==> src/core/emrpi_pkg.sv <==
// Purpose: shared constants for the PHY-end model of the MII/RMII link
// Assumes: one 100 MHz system clock; the link clocks are derived from it
// Notes: the receive FIFO word carries a nibble, an error flag and a frame-end flag
package emrpi_pkg;

  // system clock
  localparam int CLK_NS = 10;

  // link clock periods in ns, as the PHY produces them
  localparam int MII_FAST_PERIOD_NS = 40;   // 25 MHz, 100 Mbit/s
  localparam int MII_SLOW_PERIOD_NS = 400;  // 2.5 MHz, 10 Mbit/s
  localparam int RMII_PERIOD_NS = 20;       // 50 MHz shared reference

  // half periods in system cycles, never below one cycle
  localparam int HALF_FAST_INT = MII_FAST_PERIOD_NS / (2 * CLK_NS);
  localparam int HALF_SLOW_INT = MII_SLOW_PERIOD_NS / (2 * CLK_NS);
  localparam int HALF_RMII_INT = RMII_PERIOD_NS / (2 * CLK_NS);
  localparam logic [4:0] HALF_FAST = 5'(HALF_FAST_INT < 1 ? 1 : HALF_FAST_INT);
  localparam logic [4:0] HALF_SLOW = 5'(HALF_SLOW_INT < 1 ? 1 : HALF_SLOW_INT);
  localparam logic [4:0] HALF_RMII = 5'(HALF_RMII_INT < 1 ? 1 : HALF_RMII_INT);

  // receive FIFO word layout
  localparam int RXW_WIDTH = 6;
  localparam int RXW_DEPTH = 16;
  localparam int RXW_NIB_LSB = 0;
  localparam int RXW_ER_BIT = 4;
  localparam int RXW_LAST_BIT = 5;

  // management clock range codes seen on the far side; 0100..0111 are reserved
  localparam logic [3:0] MDC_SEL_DIV42 = 4'h0;
  localparam logic [3:0] MDC_SEL_DIV64 = 4'h1;
  localparam logic [3:0] MDC_SEL_DIV26 = 4'h2;
  localparam logic [3:0] MDC_SEL_DIV16 = 4'h3;
  localparam logic [3:0] MDC_SEL_RSV_LO = 4'h4;
  localparam logic [3:0] MDC_SEL_RSV_HI = 4'h7;

  // receive drive states
  typedef enum logic [1:0] {
    EMRPI_RX_IDLE = 2'b00,
    EMRPI_RX_DATA = 2'b01,
    EMRPI_RX_HI = 2'b10
  } emrpi_rx_state_t;

endpackage

==> src/core/emrpi_fifo.sv <==
// Purpose: small synchronous FIFO with valid/ready on both sides
// Assumes: depth is a power of two
// Notes: full and empty come from an occupancy count, so they are exact
module emrpi_fifo
  import emrpi_pkg::*;
#(
  parameter int WIDTH = RXW_WIDTH,
  parameter int DEPTH = RXW_DEPTH
)(
  input wire logic i_clk,
  input wire logic i_rst_n,
  input wire logic i_in_valid,
  output logic o_in_ready,
  input wire logic [WIDTH-1:0] i_in_data,
  output logic o_out_valid,
  input wire logic i_out_ready,
  output logic [WIDTH-1:0] o_out_data
);

  localparam int AW = $clog2(DEPTH);

  logic [WIDTH-1:0] mem [DEPTH];
  logic [AW-1:0] wr_ptr;
  logic [AW-1:0] rd_ptr;
  logic [AW:0] count;
  logic push;
  logic pop;

  // handshakes: full refuses the writer, empty hides the reader
  assign o_in_ready = (count != (AW+1)'(DEPTH));
  assign o_out_valid = (count != '0);
  assign push = i_in_valid && o_in_ready;
  assign pop = o_out_valid && i_out_ready;
  assign o_out_data = mem[rd_ptr];

  // storage, no reset needed on data
  always_ff @(posedge i_clk)
  begin
    if (push)
    begin
      mem[wr_ptr] <= i_in_data;
    end
  end

  // pointers and occupancy
  always_ff @(posedge i_clk or negedge i_rst_n)
  begin
    if (!i_rst_n)
    begin
      wr_ptr <= '0;
      rd_ptr <= '0;
      count <= '0;
    end
    else
    begin
      if (push)
        wr_ptr <= wr_ptr + 1'b1;
      if (pop)
        rd_ptr <= rd_ptr + 1'b1;
      if (push && !pop)
        count <= count + 1'b1;
      else if (pop && !push)
        count <= count - 1'b1;
    end
  end

  chk_fifo_no_overrun: assert property (@(posedge i_clk) disable iff (!i_rst_n)
    (count == (AW+1)'(DEPTH)) |-> !push)
    else $error("fifo written while full");

endmodule // emrpi_fifo

==> src/core/emrpi_phy_end.sv <==
// Purpose: PHY end of an MII/RMII link, driving a MAC through its pins
// Assumes: 100 MHz i_clk; link clocks are made here by one divider and driven out
// Notes: MAC pin inputs pass two flops; mode strap is caught at reset release
module emrpi_phy_end
  import emrpi_pkg::*;
(
  input wire logic i_clk,
  input wire logic i_rst_n,
  input wire logic i_rmii_sel,
  input wire logic i_speed_100,
  input wire logic i_full_duplex,
  input wire logic i_col_force,
  input wire logic i_rx_valid,
  output logic o_rx_ready,
  input wire logic [3:0] i_rx_nib,
  input wire logic i_rx_err,
  input wire logic i_rx_last,
  output logic [3:0] o_tx_nib,
  output logic o_tx_valid,
  output logic o_tx_start,
  output logic o_tx_end,
  output logic o_rmii_mode,
  output logic o_tx_clk,
  output logic o_rx_clk,
  output logic o_ref_clk,
  input wire logic i_tx_en,
  input wire logic [3:0] i_txd,
  output logic [3:0] o_rxd,
  output logic o_rx_dv,
  output logic o_rx_er,
  output logic o_crs,
  output logic o_col,
  output logic o_crs_dv
);

  logic strap_done;
  logic rmii;
  logic [4:0] half;
  logic [4:0] div_cnt;
  logic link_clk;
  logic wrap;
  logic rise_en;
  logic fall_en;
  logic [4:0] sync1;
  logic [4:0] sync2;
  logic tx_en_s;
  logic [3:0] txd_s;
  logic tx_en_prev;
  logic dibit_hi;
  logic [1:0] dibit_lo;
  logic tx_seen;
  emrpi_rx_state_t rx_state;
  logic [RXW_WIDTH-1:0] cur;
  logic f_valid;
  logic f_pop;
  logic [RXW_WIDTH-1:0] f_word;
  logic ends_now;
  logic half_dup;

  // mode strap is caught on the first clock after reset, then frozen
  always_ff @(posedge i_clk or negedge i_rst_n)
  begin
    if (!i_rst_n)
    begin
      strap_done <= 1'b0;
      rmii <= 1'b0;
    end
    else if (!strap_done)
    begin
      strap_done <= 1'b1;
      rmii <= i_rmii_sel;
    end
  end

  assign o_rmii_mode = rmii;

  // half period picked from mode and speed
  always_comb
  begin
    if (rmii)
      half = HALF_RMII;
    else if (i_speed_100)
      half = HALF_FAST;
    else
      half = HALF_SLOW;
  end

  // link clock divider; the system clock stands in for the PHY's own reference
  always_ff @(posedge i_clk or negedge i_rst_n)
  begin
    if (!i_rst_n)
    begin
      div_cnt <= '0;
      link_clk <= 1'b0;
    end
    else if (wrap)
    begin
      div_cnt <= '0;
      link_clk <= !link_clk;
    end
    else
    begin
      div_cnt <= div_cnt + 1'b1;
    end
  end

  // >= keeps the divider safe when speed changes to a shorter half period
  assign wrap = (div_cnt >= half - 5'h01);
  assign rise_en = wrap && !link_clk;
  assign fall_en = wrap && link_clk;
  assign o_tx_clk = link_clk && !rmii;
  assign o_rx_clk = link_clk && !rmii;
  assign o_ref_clk = link_clk && rmii;

  // two-flop synchroniser for the MAC transmit pins
  always_ff @(posedge i_clk or negedge i_rst_n)
  begin
    if (!i_rst_n)
    begin
      sync1 <= '0;
      sync2 <= '0;
    end
    else
    begin
      sync1 <= {i_tx_en, i_txd};
      sync2 <= sync1;
    end
  end

  assign tx_en_s = sync2[4];
  assign txd_s = sync2[3:0];

  // transmit capture at each link rising edge; a lone trailing dibit is dropped
  always_ff @(posedge i_clk or negedge i_rst_n)
  begin
    if (!i_rst_n)
    begin
      o_tx_nib <= '0;
      o_tx_valid <= 1'b0;
      o_tx_start <= 1'b0;
      o_tx_end <= 1'b0;
      tx_en_prev <= 1'b0;
      dibit_hi <= 1'b0;
      dibit_lo <= '0;
      tx_seen <= 1'b0;
    end
    else
    begin
      o_tx_valid <= 1'b0;
      o_tx_start <= 1'b0;
      o_tx_end <= 1'b0;
      if (rise_en)
      begin
        tx_en_prev <= tx_en_s;
        if (!tx_en_s)
        begin
          dibit_hi <= 1'b0;
          tx_seen <= 1'b0;
          o_tx_end <= tx_en_prev;
        end
        else if (!rmii)
        begin
          o_tx_nib <= txd_s;
          o_tx_valid <= 1'b1;
          o_tx_start <= !tx_en_prev;
        end
        else if (!dibit_hi)
        begin
          dibit_lo <= txd_s[1:0];
          dibit_hi <= 1'b1;
        end
        else
        begin
          o_tx_nib <= {txd_s[1:0], dibit_lo};
          o_tx_valid <= 1'b1;
          // rmii start marks the first complete nibble, not the first dibit
          o_tx_start <= !tx_seen;
          tx_seen <= 1'b1;
          dibit_hi <= 1'b0;
        end
      end
    end
  end

  // receive words wait here; the user side is stalled when it fills
  emrpi_fifo #(
    .WIDTH(RXW_WIDTH),
    .DEPTH(RXW_DEPTH)
  ) u_rx_fifo (
    .i_clk(i_clk),
    .i_rst_n(i_rst_n),
    .i_in_valid(i_rx_valid),
    .o_in_ready(o_rx_ready),
    .i_in_data({i_rx_last, i_rx_err, i_rx_nib}),
    .o_out_valid(f_valid),
    .i_out_ready(f_pop),
    .o_out_data(f_word)
  );

  // a frame ends one link cycle after its last word went out
  assign ends_now = (rx_state == EMRPI_RX_DATA) && cur[RXW_LAST_BIT];
  assign f_pop = fall_en && f_valid && (rx_state != EMRPI_RX_HI) && !ends_now;

  // receive drive; outputs change on the falling link edge so the MAC samples mid-bit
  always_ff @(posedge i_clk or negedge i_rst_n)
  begin
    if (!i_rst_n)
    begin
      rx_state <= EMRPI_RX_IDLE;
      cur <= '0;
      o_rxd <= '0;
      o_rx_dv <= 1'b0;
      o_rx_er <= 1'b0;
    end
    else if (fall_en)
    begin
      case (rx_state)
        EMRPI_RX_HI:
        begin
          o_rxd <= {2'b00, cur[RXW_NIB_LSB+3 -: 2]};
          rx_state <= EMRPI_RX_DATA;
        end
        EMRPI_RX_IDLE, EMRPI_RX_DATA:
        begin
          if (ends_now)
          begin
            o_rx_dv <= 1'b0;
            o_rx_er <= 1'b0;
            o_rxd <= '0;
            rx_state <= EMRPI_RX_IDLE;
          end
          else if (f_valid)
          begin
            cur <= f_word;
            o_rx_dv <= 1'b1;
            o_rx_er <= f_word[RXW_ER_BIT];
            o_rxd <= rmii ? {2'b00, f_word[RXW_NIB_LSB+1 -: 2]} : f_word[RXW_NIB_LSB+3 -: 4];
            rx_state <= rmii ? EMRPI_RX_HI : EMRPI_RX_DATA;
          end
          else if (rx_state == EMRPI_RX_DATA)
          begin
            // underrun mid-frame: flag it and close the frame next cycle
            o_rx_er <= 1'b1;
            cur[RXW_LAST_BIT] <= 1'b1;
          end
        end
        default:
        begin
          rx_state <= EMRPI_RX_IDLE;
        end
      endcase
    end
  end

  // carrier and collision only exist in half duplex
  assign half_dup = !i_full_duplex;
  assign o_col = half_dup && i_col_force;
  assign o_crs = half_dup && (o_rx_dv || tx_en_s || i_col_force);
  assign o_crs_dv = rmii && (o_rx_dv || o_crs);

  chk_rmii_ref_rate: assert property (@(posedge i_clk) disable iff (!i_rst_n)
    rmii && $rose(o_ref_clk) |=> $fell(o_ref_clk))
    else $error("rmii reference clock not one cycle high");

  chk_fast_clk_rate: assert property (@(posedge i_clk) disable iff (!i_rst_n)
    !rmii && i_speed_100 && $past(i_speed_100) && $rose(o_tx_clk)
    |=> o_tx_clk ##1 !o_tx_clk ##1 !o_tx_clk)
    else $error("fast mii clock not 40 ns");

  chk_tx_idle_ignored: assert property (@(posedge i_clk) disable iff (!i_rst_n)
    rise_en && !tx_en_s |=> !o_tx_valid)
    else $error("transmit data taken while enable low");

  chk_tx_nibble_taken: assert property (@(posedge i_clk) disable iff (!i_rst_n)
    !rmii && rise_en && tx_en_s |=> o_tx_valid && (o_tx_nib == $past(txd_s)))
    else $error("mii nibble not captured");

  chk_rx_dv_ends: assert property (@(posedge i_clk) disable iff (!i_rst_n)
    $fell(o_rx_dv) |-> $past(ends_now) && $past(fall_en))
    else $error("data valid dropped outside frame end");

  chk_crs_busy: assert property (@(posedge i_clk) disable iff (!i_rst_n)
    !i_full_duplex && (o_rx_dv || o_col) |-> o_crs)
    else $error("carrier low while medium busy");

  chk_col_full_off: assert property (@(posedge i_clk) disable iff (!i_rst_n)
    i_full_duplex |-> !o_col && !o_crs)
    else $error("collision or carrier in full duplex");

  chk_rmii_high_pair: assert property (@(posedge i_clk) disable iff (!i_rst_n)
    fall_en && rx_state == EMRPI_RX_HI |=> o_rxd[1:0] == $past(cur[3:2]) && o_rx_dv)
    else $error("upper dibit not sent second");

  chk_rx_err_flag: assert property (@(posedge i_clk) disable iff (!i_rst_n)
    f_pop && f_word[RXW_ER_BIT] |=> o_rx_er [*2])
    else $error("receive error not shown");

  chk_strap_frozen: assert property (@(posedge i_clk) disable iff (!i_rst_n)
    strap_done |=> $stable(rmii))
    else $error("interface mode changed out of reset");

  cov_mii_frame: cover property (@(posedge i_clk) disable iff (!i_rst_n)
    !rmii && $fell(o_rx_dv));
  cov_rmii_frame: cover property (@(posedge i_clk) disable iff (!i_rst_n)
    rmii && $fell(o_rx_dv));
  cov_tx_frame: cover property (@(posedge i_clk) disable iff (!i_rst_n)
    o_tx_start ##[1:400] o_tx_end);
  cov_fifo_full: cover property (@(posedge i_clk) disable iff (!i_rst_n)
    !o_rx_ready);

endmodule // emrpi_phy_end

==> config.mk <==
export PLATFORM = sky130hd
export DESIGN_NAME = emrpi_phy_end
export DESIGN_NICKNAME = d
export VERILOG_FILES = /design/src/core/emrpi_pkg.sv /design/src/core/emrpi_fifo.sv /design/src/core/emrpi_phy_end.sv
export SDC_FILE = /design/constraint.sdc
export NUM_CORES = 1
export LEC_CHECK = 0
export BUFFER_PORTS_ARGS = -buffer_cell sky130_fd_sc_hd__buf_2
export CAP_MARGIN = 10
export CORE_ASPECT_RATIO = 0.6
export CORE_MARGIN = 2
export CORE_UTILIZATION = 50
export CTS_CLUSTER_DIAMETER = 100
export CTS_CLUSTER_SIZE = 10
export DETAILED_ROUTE_END_ITERATION = 6
export PLACE_DENSITY = 0.75
export SLEW_MARGIN = 20
export SYNTH_ARGS = -nofsm -noshare
export SYNTH_HDL_FRONTEND = slang
export SYNTH_SLANG_ARGS = --single-unit
==> constraint.sdc <==
create_clock -name i_clk -period 5.2 [get_ports i_clk]
set_clock_uncertainty 0.2 [all_clocks]
set_input_delay 0.78 -clock i_clk [delete_from_list [all_inputs] [get_ports i_clk]]
set_output_delay 0.78 -clock i_clk [all_outputs]
set_load 0.02 [all_outputs]
* Yosys cells after proc, flatten, opt, wreduce, memory -nomap -nowiden
Memory sizes are Yosys's and may differ from the RTL's.
Index checks and enable logic that the tools add are counted.
** Operators by class
- Multiplexer cells :: 39
- Eq/ne operators :: 8
- Bitwise logic cells :: 2
- Magnitude comparators :: 1
- Add/sub/neg operators :: 6
- Reduce and logical (&&, ||, !) cells :: 44
** Operators by type and width (number)
- 5-bit 2-to-1 mux :: 5
- 1-bit 2-to-1 mux :: 24
- 4-bit 2-to-1 mux :: 5
- 1-bit logical AND :: 15
- 3-bit AND reduction :: 5
- 4-bit AND reduction :: 3
- 5-bit by 1-bit adder with 5-bit output, second input constant :: 2
- 5-bit by 1-bit subtractor with 5-bit output, second input constant :: 2
- 4-bit by 1-bit adder with 4-bit output, second input constant :: 2
- 1-bit logical NOT :: 8
- 4-bit case mux with 2 select lines :: 1
- 2-bit nonzero test :: 4
- 2-bit 2-to-1 mux :: 3
- 5-bit greater-or-equal comparator :: 1
- 5-bit inequality test, second input constant :: 1
- 5-bit nonzero test :: 1
- 2-bit by 1-bit inequality test with 1-bit output, second input constant :: 2
- 2-bit inequality test, second input constant :: 2
- 2-bit case mux with 2 select lines :: 1
- 2-bit AND reduction :: 2
- 1-bit logical OR :: 3
- 3-bit inequality test, second input constant :: 1
- 3-bit nonzero test :: 1
- 2-bit by 1-bit equality test with 1-bit output, second input constant :: 1
- other kinds (4) :: 5
** Word-level totals
- Input bits :: 18
- Memories kept :: 1
- Memory bits (writable) :: 96
- Bits in registers :: 56
** Memory list
- u_rx_fifo.mem :: words 16, width 6, read ports 1, clocked after Yosys merged registers in 0, write ports 1, RTL line emrpi_fifo.sv:22 : logic [WIDTH-1:0] mem [DEPTH];

* Logic depth before layout (Yosys ltp)
Gate-level depths: netlist of run 1.
- Word-level depth :: 12
- Depth in mapped cells :: 17
- Gate-level depth less buffers :: 15

* Cells and area by module
A second synthesis of run 1 with hierarchy kept.
** Unflattened totals
- Cells, all modules :: 409
- Area, all modules :: 6353.6 sq um
** By module, submodules not included
- emrpi_fifo :: sequential area each 3208.1 sq um, cells each 259, area each 4508.1 sq um, times used 1
- emrpi_phy_end :: sequential area each 1026.0 sq um, cells each 150, area each 1845.5 sq um, times used 1

* Worst setup path before layout of run 1
No wires, ideal clock.
- Path type :: reg2reg
- Start point :: reg rmii, in the netlist o_rmii_mode
- End point :: reg u_rx_fifo.count[4]
- Cell stages (with the launch flop) :: 18
- Setup time :: 0.125 ns
- Clock period less this slack :: 3.976 ns
- Arrival time :: 3.651 ns
- Setup slack :: 1.224 ns
- Cells stage by stage :: dfrtp_1 > clkbuf_1 > clkbuf_1 > or2_2 > ha_1 > nor4bb_1 > or3_1 > o21ai_2 > nor2_1 > inv_1 > ha_1 > inv_1 > fa_1 > a21o_1 > a21oi_1 > xnor2_1 > nor2_1 > xor2_1
** Between the ends
- Longest elaborated chain between the ends :: 11
- Elaborated cells on any way between the ends :: 13
** RTL lines
- from (decl) :: RTL line emrpi_phy_end.sv:37 : logic rmii;
- from (signal assigned) :: RTL line emrpi_phy_end.sv:71 : rmii <= i_rmii_sel;
- 5-bit 2-to-1 mux (*) :: RTL line emrpi_phy_end.sv:80 : if (rmii)
- 5-bit by 1-bit subtractor with 5-bit output (*) :: RTL line emrpi_phy_end.sv:108 : assign wrap = (div_cnt >= half - 5'h01);
- 5-bit greater-or-equal comparator (*) :: RTL line emrpi_phy_end.sv:108
- 1-bit logical AND (*) :: RTL line emrpi_phy_end.sv:110 : assign fall_en = wrap && link_clk;
- 1-bit logical AND (*) (3 in series) :: RTL line emrpi_phy_end.sv:202 : assign f_pop = fall_en && f_valid && (rx_state != EMRPI_RX_HI) && !ends_now;
- 1-bit logical AND (*) :: RTL line emrpi_fifo.sv:33 : assign pop = o_out_valid && i_out_ready;
- 1-bit logical NOT :: RTL line emrpi_fifo.sv:60 : if (push && !pop)
- 1-bit logical AND :: RTL line emrpi_fifo.sv:60
- 5-bit 2-to-1 mux or 2-bit nonzero test (tied branches)
- to (signal assigned) :: RTL line emrpi_fifo.sv:61 : count <= count + 1'b1;
- to (signal assigned) :: RTL line emrpi_fifo.sv:63 : count <= count - 1'b1;
- to (decl) :: RTL line emrpi_fifo.sv:25 : logic [AW:0] count;
Mark *: on every way between the ends. The rest lies on a longest branch, timed or not.
A chain may end at the register's enable or synchronous reset.

* Worst setup path in the final report of run 1
Same ends and word-level chain as after synthesis.

==> metrics.md, run 1 <==
| Metric | Value |
|---|---|
| Overall power | 0.004231 W |
| Unrepaired setup endpoints after global routing | no |
| Die width | 149.6 µm |
| Clk sinks | 150 |
| Synth async-reset ratio | 36.00% |
| Gate power share | 29.7% |
| # Max-Cap Violations | 0 |
| Post-CTS resize count | 0 |
| Startpoint class of the critical path | register |
| Most used routing layer | met1 |
| Inserted Clock Buffers | 17 |
| Clock Tree Buf Depth | 2 |
| Clock power share | 28.3% |
| Worst slew pin tran | 0.9964 ns |
| Setup-failing EPs final | 0 |
| P_int | 0.002861 W |
| Post-CTS Hold Buffers | 0 |
| Area occupied by multi-input gates | 1999 µm² |
| DIE AREA | 13680 µm² |
| Share of cells above drive strength 1 | 25.80% |
| Status | completed |
| GRT met1 Usage | 30.64% |
| Fin Setup TNS | 0 ns |
| FF/Latch Area | 4234 µm² |
| Netlist cell types | 55 |
| Gpl congestion | 0.8258 |
| First-pass GRT wire length | 19930 µm |
| H-tree levels | 4 |
| WP data arrival | 4.28 ns |
| Simple-gate area share of the yosys netlist | 5.800% |
| Vias in the first global route | 3524 |
| Final Slew Violations | 0 |
| Smallest hold slack | 0.1467 ns |
| Grt met2 use | 28.48% |
| Max Fclk | 0.2391 GHz |
| Synth area leader | edfxtp_1 |
| PD cells | 581.2 nW/µm² |
| Main synth FF type | edfxtp_1 |
| Mapped Cells | 381 |
| P_leak | 2.804 nW |
| Final HPWL from detailed placement | 8307 µm |
| Min-delay worst type | register to register |
| Share of Yosys cell area claimed by the top area cell type | 45.30% |
| Final hold violations | 0 |
| Clock Latency Late Sink | 0.42 ns |
| Synthesis-stage register bit count | 150 |
| Switching share of power | 32.37% |
| M3 GR Usage | 5.628% |
| Initial DRC count | 290 |
| Sequential fraction of the synthesis area | 66.54% |
| Post-synthesis xor/xnor area fraction | 2.064% |
| Root buffer cell | clkbuf_16 |
| Final Non-Filler Cells | 603 |
| Post-CTS setup repair buffer count | 0 |
| Register clock-pin slew on the reported worst setup and hold paths | 0.06 ns |
| Setup ws final | 1.017 ns |
| Fin crit period | 4.183 ns |
| Ant. Diodes | 0 |
| Total track usage | 20.18% |
| Core Box Area | 12220 µm² |
| Routed via count | 3435 |
| Total Wirelength | 12330 µm |
| Synth warn | 0 |
| Post-synth EDFFs | 96 |
| Post-DR wirelength/cell | 20.44 µm |
| Starting Density | 52.08% |
| Sw Pwr | 0.001369 W |
| Post-Synth Adder-Cell Area | 3.264% |
| Filler instances | 892 |
| Mapped cell area | 6364 µm² |
| Placement Rows | 31 |
| Drt via density | 5.697 |
| Synth Area in Compound Gates | 4.640% |
| CP Class | register to register |
| Commonest non-fill, non-tap cell in the layout | edfxtp_1 |
| Most frequent cells in the layout | edfxtp_1, dfrtp_1, buf_2 |
| Placed cells | 572 |
| Final Cycle Share | 80.44% |
| Crit. End Element | register |
| # DRC | 0 |
| Average size of a mapped cell | 16.70 µm² |
| Multiplexer share of the synthesized area | 15.16% |
| Total gr overflow | 0 |
| Pre-CTS setup slack | 0.9249 ns |
| Initial antenna violation count | 0 |
| Die height | 91.39 µm |
| Top cells by area, synth | edfxtp_1, dfrtp_1, mux4_1, mux2_2, mux4_2 |
| Req. time, crit path | 5.30 ns |
| PortBufs | 38 |
| Max_slew headroom | 33.57% |
| Final net count | 460 |
| ANT nets after route | 0 |
| Pin count of the biggest net entering global routing | 55 |
| Drt pass-1 iters | 4 |
| Crit path max fanout | 17 |
| CTS tree | done |
| Seq pwr share | 42.0% |
| # IOs | 39 |
| Max IR drop VDD | 276.3 µV |
| Area Growth Syn to Fin | 14.39% |
| Largest family of logic cells by synthesized area | multiplexers |
-- power groups by stage --
stage	clock, W	combinational [W]	sequential [W]
2_1_floorplan	0	0.00104	0.00168
3_5_place_dp	0	0.00124	0.00179
4_1_cts	0.00122	0.00127	0.00177
6_report	0.00120	0.00126	0.00178
5_1_grt	0.00128	0.00139	0.00181
3_3_place_gp	0	0.00118	0.00177
-- critical path: stages (launching register included) --
cell and delay (ns):
dfrtp_1 0.60, or2_2 0.41, ha_1 0.29, nor4bb_1 0.15, or3_1 0.37, o21ai_2 0.33, nor2_1 0.18, inv_1 0.09
ha_1 0.18, inv_1 0.11, fa_1 0.43, a21o_1 0.20, a21oi_1 0.18, xnor2_1 0.14, nor2_1 0.06, xor2_1 0.15
-- state kept, by name, summed over array words and instances, names as in the netlist --
signal and flops:
u_rx_fifo.mem 96, div_cnt 5, sync1 5, sync2 5
u_rx_fifo.count 5, o_rxd 4, o_tx_nib 4, u_rx_fifo.rd_ptr 4
u_rx_fifo.wr_ptr 4, cur 3, dibit_lo 2, rx_state 2
dibit_hi 1, link_clk 1, o_rmii_mode 1, o_rx_dv 1
o_rx_er 1, o_tx_end 1, o_tx_start 1, o_tx_valid 1
strap_done 1, tx_en_prev 1, tx_seen 1
-- metrics by stage --
step	utilization, %	cell area (µm²)
6_report	59.58	7279
5_1_grt	59.58	7279
4_1_cts	59.42	7259
3_5_place_dp	54.56	6666
3_3_place_gp	54.56	6666
2_1_floorplan	-	6371
-- routing by layer --
metal / wire length (µm) / up-vias / part of all wire (%)
met1: 5804 / 1771 / 47
met3: 807 / 13 / 6.5
met4: 150 / 0 / 1.2
met5: 0 / - / 0
li1: - / 1554 / -
met2: 5562 / 97 / 45
-- Yosys cell counts, types with 6 or more instances --
master and n:
edfxtp_1 96, dfrtp_1 54, nor2_1 23, mux2_2 22, ha_1 15, mux4_1 15, nand2_1 15, nor3_1 12
a21oi_1 11, mux4_2 11, inv_1 10, xnor2_1 9, clkbuf_1 7, o21ai_0 7, mux2i_1 6, xor2_1 6
-- area by class of cell --
type | instances | share of cell area (%)
flip-flops and latches | 150 | 58.16
multi-input cells | 206 | 27.47
clock buffers | 26 | 7.735
well taps | 165 | 2.836
repair buffers | 40 | 2.819
inverters | 11 | 0.5672
clock inverters | 5 | 0.4125
-- path summary, 6_finish.rpt --
check | start | endpoint | slack, ns | cells after the start
setup / recovery | o_rmii_mode$_DFFE_PN0N_ | u_rx_fifo.count[4]$_DFFE_PN0P_ | 1.02 | 15
hold / removal | sync1[2]$_DFF_PN0_ | sync2[2]$_DFF_PN0_ | 0.15 | 0
setup reg to reg | o_rmii_mode$_DFFE_PN0N_ | u_rx_fifo.count[4]$_DFFE_PN0P_ | 1.02 | 15
hold reg to reg | sync1[2]$_DFF_PN0_ | sync2[2]$_DFF_PN0_ | 0.15 | 0
max in group asynchronous | i_rst_n | u_rx_fifo.wr_ptr[3]$_DFFE_PN0P_ | 4.06 | 2
min in group asynchronous | i_rst_n | o_rxd[0]$_DFFE_PN0P_ | 0.27 | 2
-- cell families (layout without fill, tap and decap cells) --
logic type	after synthesis	count (layout)
buffers and inverters	27	82
adders and majority gates	16	16
other	1	3
DFF	150	150
and+or+nand+nor	76	76
AOI/OAI and AO/OA	41	41
xor gates and xnor gates	15	15
muxes	55	55
Note: power is estimated with default switching activity, not from simulation.
==> inputs of run 2 (changes only) <==
- clock period: 5.2 -> 4.4 ns (I/O delays scaled with it)
==> metrics.md, run 2 (same netlist as run 1, synthesis figures left out) <==
| Metric | Value |
|---|---|
| Crit path max fanout | 6 (was 17) |
| Starting Density | 52.08% (unchanged) |
| Status | completed (unchanged) |
| Drt pass-1 iters | 5 (was 4) |
| Met3 wire length | 830 µm (was 807 µm) |
| P_leak | 2.824 nW (was 2.804 nW) |
| Setup ws final | 0.5447 ns (was 1.017 ns) |
| Pin count of the biggest net entering global routing | 55 (unchanged) |
| Fin Setup TNS | 0 ns (unchanged) |
| Req. time, crit path | 4.49 ns (was 5.30 ns) |
| CP Class | register to register (unchanged) |
| Final HPWL from detailed placement | 7901 µm (was 8307 µm) |
| Highest Signal Layer | met4 (unchanged) |
| P_int | 0.003433 W (was 0.002861 W) |
| Switching share of power | 31.53% (was 32.37%) |
| Fin crit period | 3.855 ns (was 4.183 ns) |
| Unrepaired setup endpoints after global routing | no (unchanged) |
| Largest register FFs | 96 (unchanged) |
| Met2 wire len | 5123 µm (was 5562 µm) |
| Inserted Clock Buffers | 17 (unchanged) |
| # DRC | 0 (unchanged) |
| Initial DRC count | 333 (was 290) |
| Min-delay worst type | register to register (unchanged) |
| Clock power share | 28.7% (was 28.3%) |
| FF/Latch Area | 4234 µm² (unchanged) |
| WP data arrival | 3.94 ns (was 4.28 ns) |
| Max IR drop VDD | 393.2 µV (was 276.3 µV) |
| Max Fclk | 0.2594 GHz (was 0.2391 GHz) |
| Post-CTS resize count | 0 (unchanged) |
| First-pass GRT wire length | 19260 µm (was 19930 µm) |
| PortBufs | 38 (unchanged) |
| Gate power share | 30.4% (was 29.7%) |
| Setup-failing EPs final | 0 (unchanged) |
| Hold depth | 0 (unchanged) |
| Clock Tree Buf Depth | 2 (unchanged) |
| Worst slew pin tran | 1.171 ns (was 0.9964 ns) |
| WL met1 | 5654 µm (was 5804 µm) |
| Pre-CTS setup slack | 0.3724 ns (was 0.9249 ns) |
| Vias in the first global route | 3506 (was 3524) |
| Die width | 149.6 µm (unchanged) |
| Total gr overflow | 0 (unchanged) |
| Seq pwr share | 40.9% (was 42.0%) |
| Worst reg-to-reg path cell count | 15 (unchanged) |
| Clock Latency Late Sink | 0.41 ns (was 0.42 ns) |
| Most frequent cells in the layout | edfxtp_1, dfrtp_1, buf_2 (unchanged) |
| Register clock-pin slew on the reported worst setup and hold paths | 0.06 ns (about the same) |
| PD cells | 685.9 nW/µm² (was 581.2 nW/µm²) |
| # IOs | 39 (unchanged) |
| Routed via count | 3376 (was 3435) |
| Die height | 91.39 µm (unchanged) |
| # Max-Cap Violations | 0 (unchanged) |
| Share of cells above drive strength 1 | 26.02% (was 25.80%) |
| Post-DR wirelength/cell | 19.28 µm (was 20.44 µm) |
| Commonest non-fill, non-tap cell in the layout | edfxtp_1 (unchanged) |
| Drt via density | 5.562 (was 5.697) |
| Total track usage | 19.07% (was 20.18%) |
| Final hold violations | 0 (unchanged) |
| Most flops, register | u_rx_fifo.mem (unchanged) |
| Ant. Diodes | 0 (unchanged) |
| Core Box Area | 12220 µm² (unchanged) |
| H-tree levels | 4 (unchanged) |
| Sw Pwr | 0.001580 W (was 0.001369 W) |
| CTS tree | done (unchanged) |
| Final Util | 59.83% (was 59.58%) |
| Post-CTS Hold Buffers | 0 (unchanged) |
| Post-CTS setup repair buffer count | 0 (unchanged) |
| Initial antenna violation count | 0 (unchanged) |
| Crit. End Element | register (unchanged) |
| ANT nets after route | 0 (unchanged) |
| Gpl congestion | 0.8447 (was 0.8258) |
| Area occupied by multi-input gates | 1989 µm² (was 1999 µm²) |
| Final Cycle Share | 87.62% (was 80.44%) |
| Max_slew headroom | 21.34% (was 33.57%) |
| Placement Rows | 31 (unchanged) |
| Total Wirelength | 11700 µm (was 12330 µm) |
| Filler instances | 873 (was 892) |
| Final net count | 463 (was 460) |
| Clk sinks | 150 (unchanged) |
| Final Slew Violations | 0 (unchanged) |
| Root buffer cell | clkbuf_16 (unchanged) |
| Startpoint class of the critical path | register (unchanged) |
| Area Growth Syn to Fin | 14.86% (was 14.39%) |
| DIE AREA | 13680 µm² (unchanged) |
[run 2: cell types whose count changed in the layout (fill, tap and decap cells not counted), sizes merged]
cell / delta
buf: +3
inv: -1
bufinv: +1
clkinv: +1
[run 2: cell type report]
class                      instances  share of cell area [%]
timing repair buffer              43                   3.115
multi-input combinational        206                   27.22
sequential                       150                   57.93
tap                              165                   2.824
inverter                          11                  0.5649
clock buffer                      26                   7.549
clock inverter                     6                  0.8045
[run 2: worst paths after layout]
check	slack, ns	startpoint	end
setup / recovery	0.54	o_rmii_mode$_DFFE_PN0N_	u_rx_fifo.count[4]$_DFFE_PN0P_
hold / removal	0.15	sync1[0]$_DFF_PN0_	sync2[0]$_DFF_PN0_
setup reg to reg	0.54	o_rmii_mode$_DFFE_PN0N_	u_rx_fifo.count[4]$_DFFE_PN0P_
hold reg to reg	0.15	sync1[0]$_DFF_PN0_	sync2[0]$_DFF_PN0_
max in group asynchronous	3.37	i_rst_n	sync1[3]$_DFF_PN0_
min in group asynchronous	0.17	i_rst_n	tx_en_prev$_DFFE_PN0P_
[run 2: stage by stage]
step	total power (W)	instance area [µm²]	hold WS, ns	instances
after floorplan	0.003209	6371	0.1312	383
after global routing	0.005298	7310	0.1423	607
final	0.005013	7310	0.1465	607
after CTS	0.005039	7300	0.1435	607
after detailed placement	0.003576	6689	0.1347	575
after global placement	0.003514	6689	0.1337	575
[run 2: critical path, cell delays in order, from the launching register on]
cell	delay [ns]
dfrtp_1	0.43
or2_2	0.33
ha_1	0.30
nor4bb_1	0.39
or3_1	0.22
o21ai_2	0.07
nor2_1	0.28
inv_1	0.10
ha_1	0.24
inv_1	0.15
ha_1	0.29
a21o_1	0.19
a21oi_1	0.20
xnor2_1	0.14
nor2_1	0.06
xor2_1	0.14
[run 2: power groups by stage]
stage	Clock, W	Combinational, W	Sequential, W
finish	0.00144	0.00152	0.00205
global route	0.00152	0.00168	0.00209
CTS	0.00146	0.00153	0.00205
detailed placement	0	0.00151	0.00207
global placement	0	0.00145	0.00206
floorplan	0	0.00122	0.00198
[run 2: per-layer routing]
| layer | track usage, % | up-vias |
|---|---|---|
| met2 | 26.41 | 90 |
| met5 | 0 | - |
| met4 | 5.000 | 0 |
| met1 | 29.50 | 1716 |
| li1 | - | 1561 |
| met3 | 5.578 | 9 |
